## config.mk

```make
export PLATFORM = sky130hd
export DESIGN_NAME = wtd_timer
export DESIGN_NICKNAME = d
export VERILOG_FILES = /design/src/hw/wtd_pkg.sv /design/src/hw/wtd_timer.sv
export SDC_FILE = /design/constraint.sdc
export NUM_CORES = 1
export LEC_CHECK = 0
export BUFFER_PORTS_ARGS = -buffer_cell sky130_fd_sc_hd__buf_4
export CORE_MARGIN = 5
export CORE_UTILIZATION = 50
export CTS_CLUSTER_DIAMETER = 30
export CTS_CLUSTER_SIZE = 24
export DETAILED_ROUTE_END_ITERATION = 16
export GPL_TIMING_DRIVEN = 0
export MAX_ROUTING_LAYER = met4
export PLACE_DENSITY_LB_ADDON = 0.3
export SYNTH_ARGS = -nofsm -noshare
export SYNTH_HDL_FRONTEND = slang
export SYNTH_SLANG_ARGS = --single-unit
```

## constraint.sdc

```tcl
create_clock -name clk -period 4.8 [get_ports clk]
set_input_delay 0.96 -clock clk [delete_from_list [all_inputs] [get_ports clk]]
set_output_delay 0.96 -clock clk [all_outputs]
set_load 0.02 [all_outputs]
```

## src/hw/wtd_pkg.sv

```systemverilog
package wtd_pkg;
  // register word indices, byte address = index * 4
  localparam logic [2:0] IDX_NARROW_CTL = 3'h0;
  localparam logic [2:0] IDX_COMMON     = 3'h1;
  localparam logic [2:0] IDX_WIDE_CTL   = 3'h2;
  localparam logic [2:0] IDX_RLD_HI     = 3'h3;
  localparam logic [2:0] IDX_RLD_LO     = 3'h4;
  localparam logic [2:0] IDX_CAP_HI     = 3'h5;
  localparam logic [2:0] IDX_CAP_LO     = 3'h6;
  localparam logic [2:0] IDX_IMR        = 3'h7;
  // timer_common_control fields
  localparam int COM_MODE   = 7;
  localparam int COM_PINSEL = 6;
  localparam int COM_SEL_HI = 5;
  localparam int COM_SEL_LO = 4;
  localparam int COM_SUB_HI = 3;
  localparam int COM_SUB_LO = 2;
  localparam int COM_INIT_N = 1;
  localparam int COM_INIT_W = 0;
  // wide_timer_control fields, then the narrow control and imr bits
  localparam int WCT_EN   = 7;
  localparam int WCT_CAPM = 6;
  localparam int WCT_TO   = 5;
  localparam int WCT_MOD  = 4;
  localparam int WCT_CIE  = 2;
  localparam int WCT_TIE  = 1;
  localparam int WCT_OUT  = 0;
  localparam int NCT_OUT  = 0;
  localparam int IMR_CAP  = 2;
  // reset values
  localparam logic [7:0] CTL_RST = 8'h00;
  localparam logic [7:0] RLD_RST = 8'h00;
  localparam logic [7:0] CAP_RST = 8'h00;
  // counts
  localparam logic [3:0]  FILT_NONE  = 4'h1;
  localparam logic [3:0]  FILT_SHORT = 4'h4;
  localparam logic [3:0]  FILT_LONG  = 4'h8;
  localparam logic [15:0] WIDE_ONE   = 16'h0001;
  localparam logic [15:0] WIDE_ZERO  = 16'h0000;
  localparam int          TICK_DIV_DEF = 1;
  // transmit submodes / filter choices share these codes
  localparam logic [1:0] SUB_NORMAL = 2'h0;
  localparam logic [1:0] SUB_PPONG  = 2'h1;
  localparam logic [1:0] SUB_FORCE0 = 2'h2;
  localparam logic [1:0] SUB_FORCE1 = 2'h3;
  // demod edge choice
  localparam logic [1:0] EDGE_FALL = 2'h0;
  localparam logic [1:0] EDGE_RISE = 2'h1;

  typedef enum logic [2:0] {
    ST_IDLE = 3'b001,
    ST_RUN  = 3'b010,
    ST_WAIT = 3'b100
  } wtd_state_t;
endpackage

```

## src/hw/wtd_timer.sv

```systemverilog
`timescale 1ns/1ps
module wtd_timer
  import wtd_pkg::*;
#(
  parameter int TICK_DIV = TICK_DIV_DEF
) (
  input  wire logic        clk,
  input  wire logic        rst,
  input  wire logic [4:0]  avs_address,
  input  wire logic        avs_read,
  input  wire logic        avs_write,
  input  wire logic [31:0] avs_writedata,
  input  wire logic [3:0]  avs_byteenable,
  output logic      [31:0] avs_readdata,
  output logic             avs_waitrequest,
  input  wire logic [2:0]  port_data_out,
  input  wire logic        narrow_timer_output,
  input  wire logic        narrow_done,
  input  wire logic        alt_demod_input_pin,
  input  wire logic        shared_demod_irq_pin,
  output logic             narrow_output_pin,
  output logic             wide_output_pin,
  output logic             combined_output_pin,
  output logic             wide_timer_output,
  output logic             wide_done,
  output logic             timeout_irq,
  output logic             capture_irq,
  output logic             capture_pin_interrupt
);
  if (TICK_DIV < 1 || TICK_DIV > 65535) begin : g_chk
    $error("TICK_DIV out of range");
  end

  logic [7:0]  ntc_reg, com_reg, wtc_reg, imr_reg;
  logic [7:0]  rld_hi_reg, rld_lo_reg, cap_hi_reg, cap_lo_reg;
  logic [1:0]  edge_flag_reg;
  logic        to_flag_reg, ack_reg, en_d_reg, wout_reg;
  logic        filt_reg, prev_reg;
  logic [3:0]  flt_cnt_reg, need;
  logic [15:0] cnt_reg, tick_cnt_reg;
  logic [7:0]  rd_byte;
  wtd_state_t  state_reg;

  wire         req     = avs_read | avs_write;
  wire         wr_fire = avs_write & ack_reg & avs_byteenable[0];
  wire [2:0]   idx     = avs_address[4:2];
  wire [7:0]   wdat    = avs_writedata[7:0];
  wire         demod   = com_reg[COM_MODE];
  wire [1:0]   sub     = com_reg[COM_SUB_HI:COM_SUB_LO];
  wire [1:0]   esel    = com_reg[COM_SEL_HI:COM_SEL_LO];
  wire         en      = wtc_reg[WCT_EN];
  wire [15:0]  reload  = {rld_hi_reg, rld_lo_reg};
  wire         start   = en & ~en_d_reg;
  wire         tick    = (tick_cnt_reg == 16'(TICK_DIV - 1));
  wire         raw_in  = com_reg[COM_PINSEL] ? shared_demod_irq_pin : alt_demod_input_pin;
  wire         rise    = filt_reg & ~prev_reg;
  wire         fall    = ~filt_reg & prev_reg;
  wire         edge_hit;
  wire         to_ev, cap_ev;

  // single wait state: request seen, answered on the next edge
  assign avs_waitrequest = req & ~ack_reg;

  always_ff @(posedge clk or posedge rst) begin
    if (rst) begin
      ack_reg <= 1'b0;
    end else begin
      ack_reg <= req & ~ack_reg;
    end
  end

  always_comb begin
    case (idx)
      IDX_NARROW_CTL: rd_byte = ntc_reg;
      IDX_COMMON:     rd_byte = demod ? {com_reg[7:2], edge_flag_reg} : com_reg;
      IDX_WIDE_CTL:   rd_byte = {wtc_reg[7:6], to_flag_reg, wtc_reg[4:0]};
      IDX_RLD_HI:     rd_byte = rld_hi_reg;
      IDX_RLD_LO:     rd_byte = rld_lo_reg;
      IDX_CAP_HI:     rd_byte = cap_hi_reg;
      IDX_CAP_LO:     rd_byte = cap_lo_reg;
      IDX_IMR:        rd_byte = imr_reg;
      default:        rd_byte = 8'h00;
    endcase
  end

  always_ff @(posedge clk or posedge rst) begin
    if (rst) begin
      avs_readdata <= 32'h0000_0000;
    end else if (avs_read & ~ack_reg) begin
      avs_readdata <= {24'h00_0000, rd_byte};
    end
  end

  // control registers
  always_ff @(posedge clk or posedge rst) begin
    if (rst) begin
      ntc_reg <= CTL_RST;
      com_reg <= CTL_RST;
      wtc_reg <= CTL_RST;
      imr_reg <= CTL_RST;
    end else if (wr_fire) begin
      case (idx)
        IDX_NARROW_CTL: ntc_reg <= wdat;
        // in demod the low bits are flags, keep initial levels intact
        IDX_COMMON: com_reg <= wdat[COM_MODE] ? {wdat[7:2], com_reg[1:0]} : wdat;
        IDX_WIDE_CTL: wtc_reg <= {wdat[7:6], 1'b0, wdat[4:0]};
        IDX_IMR: imr_reg <= wdat;
        default: ;
      endcase
    end
  end

  // reload bytes only latched here, counter samples them on reload
  always_ff @(posedge clk or posedge rst) begin
    if (rst) begin
      rld_hi_reg <= RLD_RST;
      rld_lo_reg <= RLD_RST;
    end else if (wr_fire) begin
      if (idx == IDX_RLD_HI) rld_hi_reg <= wdat;
      if (idx == IDX_RLD_LO) rld_lo_reg <= wdat;
    end
  end

  // sticky flags, hardware set wins over write-1 clear
  always_ff @(posedge clk or posedge rst) begin
    if (rst) begin
      to_flag_reg   <= 1'b0;
      edge_flag_reg <= 2'b00;
    end else begin
      if (to_ev) begin
        to_flag_reg <= 1'b1;
      end else if (wr_fire && idx == IDX_WIDE_CTL && wdat[WCT_TO]) begin
        to_flag_reg <= 1'b0;
      end
      for (int i = 0; i < 2; i++) begin
        if (cap_ev && (i == 1 ? rise : fall)) begin
          edge_flag_reg[i] <= 1'b1;
        end else if (wr_fire && idx == IDX_COMMON && demod && wdat[i]) begin
          edge_flag_reg[i] <= 1'b0;
        end
      end
    end
  end

  // timer tick divider
  always_ff @(posedge clk or posedge rst) begin
    if (rst) begin
      tick_cnt_reg <= 16'h0000;
    end else begin
      tick_cnt_reg <= tick ? 16'h0000 : tick_cnt_reg + 16'h0001;
    end
  end

  // glitch filter: input must differ this many cycles to be taken
  always_comb begin
    case (sub)
      SUB_PPONG:  need = FILT_SHORT;
      SUB_FORCE0: need = FILT_LONG;
      default:    need = FILT_NONE;
    endcase
  end

  always_ff @(posedge clk or posedge rst) begin
    if (rst) begin
      filt_reg    <= 1'b0;
      prev_reg    <= 1'b0;
      flt_cnt_reg <= 4'h0;
    end else begin
      prev_reg <= filt_reg;
      if (raw_in == filt_reg) begin
        flt_cnt_reg <= 4'h0;
      end else if (flt_cnt_reg + 4'h1 >= need) begin
        filt_reg    <= raw_in;
        flt_cnt_reg <= 4'h0;
      end else begin
        flt_cnt_reg <= flt_cnt_reg + 4'h1;
      end
    end
  end

  assign edge_hit = demod & en & (esel == EDGE_FALL ? fall :
                                  esel == EDGE_RISE ? rise : (rise | fall));
  assign to_ev  = ~demod & en & (state_reg == ST_RUN) & tick & (cnt_reg == WIDE_ONE);
  assign cap_ev = edge_hit & ((state_reg == ST_WAIT) |
                  ((state_reg == ST_RUN) & ~wtc_reg[WCT_CAPM]));

  // wide counter and its sequencer
  always_ff @(posedge clk or posedge rst) begin
    if (rst) begin
      state_reg <= ST_IDLE;
      cnt_reg   <= WIDE_ZERO;
      en_d_reg  <= 1'b0;
    end else begin
      en_d_reg <= en;
      case (state_reg)
        ST_IDLE: begin
          if (start) begin
            cnt_reg   <= reload;
            state_reg <= demod ? ST_WAIT : ST_RUN;
          end
        end
        ST_RUN: begin
          if (!en) begin
            state_reg <= ST_IDLE;
          end else if (cap_ev) begin
            cnt_reg <= reload;
          end else if (to_ev) begin
            if (sub == SUB_PPONG) begin
              cnt_reg   <= WIDE_ZERO;
              state_reg <= ST_WAIT;
            end else if (wtc_reg[WCT_MOD]) begin
              cnt_reg <= reload;
            end else begin
              cnt_reg   <= WIDE_ZERO;
              state_reg <= ST_IDLE;
            end
          end else if (tick) begin
            cnt_reg <= cnt_reg - WIDE_ONE;
          end
        end
        ST_WAIT: begin
          if (!en) begin
            state_reg <= ST_IDLE;
          end else if (demod ? edge_hit : narrow_done) begin
            cnt_reg   <= reload;
            state_reg <= ST_RUN;
          end
        end
        default: state_reg <= ST_IDLE;
      endcase
    end
  end

  // capture of complemented count
  always_ff @(posedge clk or posedge rst) begin
    if (rst) begin
      cap_hi_reg <= CAP_RST;
      cap_lo_reg <= CAP_RST;
    end else if (cap_ev) begin
      {cap_hi_reg, cap_lo_reg} <= ~cnt_reg;
    end
  end

  // wide output level and event pulses
  always_ff @(posedge clk or posedge rst) begin
    if (rst) begin
      wout_reg              <= 1'b0;
      wide_timer_output     <= 1'b1;
      timeout_irq           <= 1'b0;
      capture_irq           <= 1'b0;
      capture_pin_interrupt <= 1'b0;
      wide_done             <= 1'b0;
    end else begin
      if (start) begin
        wout_reg <= com_reg[COM_INIT_W];
      end else if (to_ev) begin
        wout_reg <= ~wout_reg;
      end
      if (!demod && sub == SUB_FORCE0) begin
        wide_timer_output <= 1'b0;
      end else if (!demod && sub == SUB_FORCE1) begin
        wide_timer_output <= 1'b1;
      end else if (!en) begin
        wide_timer_output <= ~com_reg[COM_INIT_W];
      end else begin
        wide_timer_output <= start ? com_reg[COM_INIT_W] : wout_reg;
      end
      timeout_irq           <= to_ev & wtc_reg[WCT_TIE];
      wide_done             <= to_ev & (sub == SUB_PPONG);
      capture_irq           <= cap_ev & wtc_reg[WCT_CIE];
      capture_pin_interrupt <= cap_ev & com_reg[COM_PINSEL] & imr_reg[IMR_CAP];
    end
  end

  // combined output: and / or / nor / nand picked by bits 5:4
  function automatic logic combine(input logic [1:0] op, input logic a, input logic b);
    case (op)
      2'h0:    combine = a & b;
      2'h1:    combine = a | b;
      2'h2:    combine = ~(a | b);
      default: combine = ~(a & b);
    endcase
  endfunction

  // pins registered so they never glitch on a mode write
  always_ff @(posedge clk or posedge rst) begin
    if (rst) begin
      narrow_output_pin   <= 1'b0;
      wide_output_pin     <= 1'b0;
      combined_output_pin <= 1'b0;
    end else begin
      narrow_output_pin <= ntc_reg[NCT_OUT] ? narrow_timer_output : port_data_out[0];
      wide_output_pin   <= wtc_reg[WCT_OUT] ? wide_timer_output : port_data_out[1];
      combined_output_pin <= (!demod && com_reg[COM_PINSEL]) ?
        combine(esel, narrow_timer_output, wide_timer_output) : port_data_out[2];
    end
  end
endmodule

```

# Word level (Yosys, flattened, before mapping)
# Cells that the tools add are included.
# op_classes
n_reduce_logical	30
n_eq_ne	26
n_bitwise	38
magnitude_cmp	1
add_sub_neg	3
n_mux	47
n_mul	0
shifts	0
n_div	0
# ops
operator	count
2-to-1 mux 16 bit	10
case mux 8 bit (8 select lines)	1
case mux 16 bit (3 select lines)	1
2-to-1 mux 3 bit	9
AND 1 bit	21
2-to-1 mux 1 bit	19
adder 16 x 1 -> 16 bit, second input constant	1
== test 16 x 1 -> 1 bit, second input constant	1
logical NOT 16 bit	1
2-to-1 mux 8 bit	2
NOT 16 bit	1
subtractor 16 x 1 -> 16 bit, second input constant	1
== test 3 bit, second input constant	5
AND reduction 2 bit	7
NOT 1 bit	12
logical AND 1 bit	11
== test 3 x 2 -> 1 bit, second input constant	3
case mux 3 bit (3 select lines)	1
2-to-1 mux 4 bit	2
case mux 4 bit (2 select lines)	1
nonzero test 2 bit	4
== test 2 bit, second input constant	3
== test 3 x 1 -> 1 bit, second input constant	2
!= test 2 bit, second input constant	3
18 further kinds	23
# word_totals
rom_bits	0
word_cells	175
latchBits	0
regBits	126
mem_bits_rw	0
memories	0

# Depth between registers and ports, before layout
# Gate-level depths: netlist of the first run.
# logic_depth
depth_word	10
mapped_depth	9
mapped_depth_nobuf	9

# Least setup slack after synthesis of the first run
# OpenSTA, ideal clock, no wires.
# synth_path
path_kind	input to register
from	input avs_address[3]
to	register com_reg[0]
arrival_ps	2276
path_slack_ps	2400
path_buffers	3
t_required_ps	4675
setup_time_ps	125
cell_stages	5
path_cell_list	clkbuf_1 buf_2 buf_2 nor4_1 mux2_2
# synth_between
elab_chain_cells	2
# synth_lines
element	line_no	rtl
from (decl)	wtd_timer.sv:9	input wire logic [4:0] avs_address,
== test 3 x 1 -> 1 bit	wtd_timer.sv:102	case (idx)
AND reduction 3 bit (no source line)	--	
to (signal assigned)	wtd_timer.sv:105	IDX_COMMON: com_reg <= wdat[COM_MODE] ? {wdat[7:2], com_reg[1:0]} : wdat;
to (decl)	wtd_timer.sv:34	logic [7:0] ntc_reg, com_reg, wtc_reg, imr_reg;
# No other way between the ends.
# A chain may end at the register's enable or synchronous reset.

# Final worst setup path of the first run
# layout_path
from	register filt_reg
to	register edge_flag_reg[1]
# layout_between
elab_chain_cells	9
elab_cells_between_ends	11
classes_between	mux (3); bitwise (6); reduce/logical (2)
# layout_lines
element	line_no	rtl
from (decl)	wtd_timer.sv:38	logic filt_reg, prev_reg;
from (signal assigned)	wtd_timer.sv:173	filt_reg <= raw_in;
NOT 1 bit	wtd_timer.sv:57	wire fall = ~filt_reg & prev_reg;
AND 1 bit	wtd_timer.sv:57	
bitwise OR 1 bit	wtd_timer.sv:182	esel == EDGE_RISE ? rise : (rise | fall));
2-to-1 mux 1 bit	wtd_timer.sv:182	
2-to-1 mux 1 bit	wtd_timer.sv:181	assign edge_hit = demod & en & (esel == EDGE_FALL ? fall :
AND 1 bit	wtd_timer.sv:181	
AND 1 bit	wtd_timer.sv:184	assign cap_ev = edge_hit & ((state_reg == ST_WAIT) |
logical AND 1 bit *	wtd_timer.sv:136	if (cap_ev && (i == 1 ? rise : fall)) begin
2-to-1 mux 1 bit / nonzero test 2 bit (equally long branches)	--	
to (signal assigned)	wtd_timer.sv:128	edge_flag_reg <= 2'b00;
to (signal, indexed assignment)	wtd_timer.sv:137	edge_flag_reg[i] <= 1'b1;
to (signal, indexed assignment)	wtd_timer.sv:139	edge_flag_reg[i] <= 1'b0;
to (decl)	wtd_timer.sv:36	logic [1:0] edge_flag_reg;
# Mark *: on every way between the ends. The rest lies on a longest branch, timed or not.

==> impl_metrics.yaml, run 1 <==
outcome:
  status: "completed"
job:
  cap_violations: 0
grt:
  grtUsageTotal_pct: 23.2
  globalRouteOverflowTotal: 0
  grt_max_degree: 96
  grt_pass1_wl_mm: 25.9
  grt_antenna_before_repair: 0
  grt_pass1_vias: 4978
critical_path:
  crit_type: "register to register"
  cp_top_family: "buffers and inverters"
  r2r_end: "edge_flag_reg[1]"
  cp-start-kind: "register"
  crit-reg2reg-launch: "filt_reg"
  max_stage_delay_ns: 0.47
  arrival_ns: 2.88
  critPathRequiredTime_ns: 5.07
  crit_buf_inv: 3
  rr_worst_depth: 8
  cp_max_fo: 10
  end_kind: "register"
  cp_common_cell: "clkbuf_1"
  cp_slowest_cell: "clkbuf_1"
  r2r_setup_slack_ns: 2.19
  cp_cell_sequence: "inv_1, ha_1, mux2_1, o2111ai_2, a211o_1, clkbuf_1, clkbuf_1, o21ai_0"
clock_network:
  clkTransAtPathRegs_ns: 0.05
  post_cts_buffers: 0
  ctsResizeCount: 0
  cts_buffer_depth: 2
  numCtsBuffers: 17
  cts-root-buf: "clkbuf_16"
  cts_sinks: 126
  h-tree-depth: 4
  clock_latency_ns: 0.42
  cts_tree: "done"
  hold_buffers: 0
worst_hold_path:
  hp-class: "register to register"
  hold_depth: 0
  min_to: "en_d_reg"
  min_from: "wtc_reg[7]"
pwr:
  pwr-share-clk_pct: 33.0
  p_switching_uw: 1250
  internal_power_uw: 2570
  ir_drop_mv: 0.275
  pwr-share-comb_pct: 26.5
  powerDensity_nw_per_um2: 500
  switching_share_pct: 32.7
  p_leak_uw: 0.00351
  p_seq_share_pct: 40.6
routing:
  routedWlPerCell_um: 18.1
  postRouteAntennaNets: 0
  dr.pass1.iters: 5
  drtIter0Drc: 419
  num_vias: 4961
  via_per_inst: 5.60
  drc_errors: 0
  wirelength_mm: 16.0
synthesis:
  syn_area_per_cell_um2: 10.3
  yosys_most_used_dff: "dfrtp_1"
  synth_edf_count: 0
  synth_warnings: 0
  synth_cell_types: 60
  syn_inst: 622
  synth-seq-area-share_pct: 49.0
  syn_area_um2: 6440
  ys_seq_elements: 126
  synth-async-reset-ratio_pct: 100
  synth_area_leaders: "dfrtp_1 (48%), mux2_2 (8.4%), nand2_1 (3.8%)"
  netlist.area_leader.share_pct: 48.2
  synth_area_leader_cell: "dfrtp_1"
placed_design:
  gp_congestion: 0.922
  place_inst: 856
  post_dp_cell_area_um2: 7060
  port_buffers: 38
  dp_hpwl_mm: 11.9
die:
  die_height_um: 123
  die_w_um: 123
  rows: 41
  core-area_um2: 12600
  dieArea_um2: 15200
  boundaryPins: 93
  initial_utilization_pct: 51.0
final_layout:
  antenna_cells: 0
  fin_cells: 886
  fin_area_um2: 7640
  final_cell_mix: "dfrtp_1 (124), nand2_1 (65), buf_4 (62)"
  layout-drive-gt1-share_pct: 23.0
  final_nets: 769
  syn_to_final_growth_pct: 18.7
  final_common_cell: "dfrtp_1"
timing:
  max_freq_mhz: 383
  relSlewSlack_pct: 48.1
  rsz0062_at_grt: "no"
  whs_ns: 0.379
  clock_skew_ns: 0.00809
  fin_crit_sh_pct: 54.3
  finalCriticalPeriod_ns: 2.61
  finalMaxSlewViolations: 0
  tns_ns: 0
  worst_pin_slew_ns: 0.776
  setup_viol: 0
  hold_violations: 0
synthesized netlist by cell type, drive strengths merged, types with 3 or more instances:
master,count
a211oi,3
a21o,3
a21oi,24
a22o,6
a22oi,7
a31oi,4
and3,6
buf,34
clkbuf,15
dfrtp,124
ha,14
inv,26
mux2,50
mux2i,8
mux4,4
nand2,65
nand2b,5
nand3,17
nand4,4
nor2,33
nor2b,6
nor3,19
nor4,17
o21ai,54
o22ai,6
o2bb2ai,6
o31ai,8
or3,5
or3b,3
xnor2,15
xor2,4
how the worst max path moves through the flow:
stage | start | cells past startpoint | end
6_report | filt_reg | 8 | edge_flag_reg[1]
5_1_grt | filt_reg | 8 | cap_lo_reg[0]
4_1_cts | filt_reg | 8 | cap_lo_reg[0]
3_5_place_dp | avs_address[3] | 5 | ntc_reg[0]
3_3_place_gp | rst | 2 | ntc_reg[1]
2_1_floorplan | rst | 1 | ack_reg
stage by stage:
stage	utilization (%)	power [µW]	setup slack, ns
after global placement	55.7	2510	-0.784
after CTS	60.5	3830	2.20
final	60.5	3820	2.19
after floorplan	-	2230	0.487
after global routing	60.5	4050	2.01
after detailed placement	55.9	2560	1.82
power by group through the flow:
| stage | registers (µW) | clock network (µW) | logic, µW |
|---|---|---|---|
| floorplan | 1490 | 0 | 734 |
| global placement | 1550 | 0 | 968 |
| detailed placement | 1560 | 0 | 1000 |
| CTS | 1540 | 1280 | 1010 |
| global route | 1580 | 1340 | 1130 |
| finish | 1550 | 1260 | 1010 |
logic make-up after synthesis:
family                   Yosys count  synth area share, %
AO/OA/AOI/OAI                    138                 13.9
XOR/XNOR                          19                 2.59
adder cells (fa/ha/maj)           14                 2.72
buffers and inverters             75                 5.95
flip-flops                       126                 49.0
multiplexers                      62                 11.4
other                              1               0.0583
AND/OR/NAND/NOR                  187                 14.3
metal layers:
metal	vias up	global-route usage, %	wire length, µm
met4	0	8.17	340
met3	27	4.89	1040
li1	2349	-	-
met5	-	-	0
met1	2432	29.8	6910
met2	153	36.7	7750
layout make-up:
class,instances,area (µm²)
repair buffers,39,313
multi-input cells,444,2990
fillers,1073,4980
well taps,172,215
plain buffers,49,285
clock buffers,24,502
clock inverters,6,82.6
flip-flops and latches,126,3160
inverters,26,103
(Power assumes the default switching activity.)
==> inputs of run 2 (changes only) <==
==> constraint.sdc (replaced) <==
create_clock -name clk -period 2.68 [get_ports clk]
set_input_delay 0.536 -clock clk [delete_from_list [all_inputs] [get_ports clk]]
set_output_delay 0.536 -clock clk [all_outputs]
set_load 0.02 [all_outputs]
==> run 2 against run 1 <==
Maximum frequency grew 4.2%; hold slack lost 0.13 ns; clock skew shrank 0.0014 ns; sequential cell count is the same; clock-buffer cell count grew 1; sequential power grew 79%; global-route usage grew 0.055 points; total power grew 79%; wire length grew 1.8%; setup slack lost 2.0 ns; via count grew 1.9%; cell area grew 0.34%; largest cell class unchanged.
==> impl_metrics.yaml, run 2 (synthesis results as in run 1) <==
outcome:
  status: "completed"
routing:
  dr.pass1.iters: 5
  via_per_inst: 5.69
  num_vias: 5054
  routedWlPerCell_um: 18.4
  wirelength_mm: 16.3
  postRouteAntennaNets: 0
  drc_errors: 0
  drtIter0Drc: 386
pwr:
  ir_drop_mv: 0.477
  total_power_uw: 6840
  powerDensity_nw_per_um2: 892
  p_leak_uw: 0.00352
critical_path:
  max_stage_delay_ns: 0.40
  crit_buf_inv: 2
  cp_slowest_cell: "o21ai_2"
  cp_max_fo: 10
  end_kind: "register"
  cp_top_family: "compound AO/OA/AOI/OAI gates"
  arrival_ns: 2.79
  cp_cell_sequence: "inv_1, ha_1, mux2_1, o2111ai_2, o21ai_1, o21ai_2, buf_2, o22ai_1"
  cp-start-kind: "register"
  critPathRequiredTime_ns: 2.97
  crit_type: "register to register"
  r2r_setup_slack_ns: 0.18
timing:
  tns_ns: 0
  relSlewSlack_pct: 43.1
  finalWorstSetupSlack_ns: 0.176
  clock_skew_ns: 0.00665
  worst_pin_slew_ns: 0.850
  setup_viol: 0
  rsz0062_at_grt: "no"
  finalCriticalPeriod_ns: 2.50
  hold_violations: 0
  finalMaxSlewViolations: 0
  fin_crit_sh_pct: 93.4
  max_freq_mhz: 399
placed_design:
  place_inst: 858
  dp_hpwl_mm: 12.3
  gp_congestion: 0.924
  port_buffers: 38
  dp_slack_ns: 0.0931
clock_network:
  clock_latency_ns: 0.41
  post_cts_buffers: 0
  clkTransAtPathRegs_ns: 0.05
  h-tree-depth: 4
  cts_sinks: 126
  numCtsBuffers: 17
  cts-root-buf: "clkbuf_16"
  cts_tree: "done"
  cts_buffer_depth: 2
die:
  initial_utilization_pct: 51.0
  rows: 41
  die_w_um: 123
  boundaryPins: 93
  die_height_um: 123
  dieArea_um2: 15200
  core-area_um2: 12600
final_layout:
  final_common_cell: "dfrtp_1"
  final_nets: 771
  final_cell_mix: "dfrtp_1 (124), nand2_1 (65), buf_4 (62)"
  regArea_um2: 3160
  layout-drive-gt1-share_pct: 23.2
  antenna_cells: 0
  syn_to_final_growth_pct: 19.1
  fin_cells: 889
  fillers: 1075
  multi_input_area_um2: 2990
job:
  cap_violations: 0
worst_hold_path:
  hp-class: "primary input to asynchronous set/reset pin"
grt:
  grt_pass1_wl_mm: 26.2
  grt_pass1_vias: 5018
  grt_max_degree: 37
  grt_antenna_before_repair: 0
  grtUsageTotal_pct: 23.3
  globalRouteOverflowTotal: 0
-- run 2: changes by cell type in the layout (fill, tap and decap cells not counted) --
cell / change
clkbuf_8: -1
buf_12: +3
clkbuf_1: +1
clkinvlp_4: +1
inv_6: -1
clkbuf_2: +1
buf_16: -1
-- run 2: what timing repair did --
item | CTS | global route
hold buffers | 0 | 0
endpoints found under the setup margin | 0 | 6
resized for setup | 0 | 2
-- run 2: path summary, 6_finish.rpt --
| kind | to | cells after the start | startpoint |
|---|---|---|---|
| setup / recovery | cnt_reg[4] | 8 | filt_reg |
| hold / removal | tick_cnt_reg[7] | 2 | rst |
| setup reg to reg | cnt_reg[4] | 8 | filt_reg |
| hold reg to reg | en_d_reg | 0 | wtc_reg[7] |
| max in group asynchronous | rld_lo_reg[4] | 4 | rst |
| min in group clk | wide_output_pin | 2 | port_data_out[1] |
-- run 2: area by class of cell --
type                            instances  area share (%)
Clock inverter                          6            1.08
Timing Repair Buffer                   41            4.50
Buffer                                 49            3.74
Multi-Input combinational cell        444            38.9
Clock buffer                           25            6.46
Sequential cell                       126            41.2
Tap cell                              172            2.81
Inverter                               26            1.32
-- run 2: per-stage QoR --
stage | util (%) | area (µm²) | hold slack, ns
4_1_cts | 60.7 | 7670 | 0.257
3_3_place_gp | 55.7 | 7030 | 0.358
3_5_place_dp | 56.2 | 7090 | 0.365
5_1_grt | 60.8 | 7670 | 0.300
6_report | 60.8 | 7670 | 0.245
2_1_floorplan | - | 6530 | 0.349
-- run 2: power by group --
part           internal, µW  switching, µW  leakage (µW)
logic                   789           1020       0.00159
clock network          1460            795      0.000283
registers              2340            435       0.00164
total                  4590           2250       0.00352
-- run 2: metal layers --
layer	wire, µm	part of all wire (%)	vias to the layer above	GRT usage (%)
met3	1020	6.3	38	5.40
met4	444	2.7	0	8.51
met5	0	0	-	-
met1	7000	43	2494	29.2
met2	7860	48	182	37.1
li1	-	-	2340	-
-- run 2: worst register-to-register path: cells and delay by family, from the launching register on --
| family | cells | cell delay, ns |
|---|---|---|
| buffers and inverters | 2 | 0.39 |
| adders and majority gates | 1 | 0.21 |
| AOI/OAI and AO/OA | 4 | 1.10 |
| DFF | 1 | 0.39 |
| muxes | 1 | 0.29 |
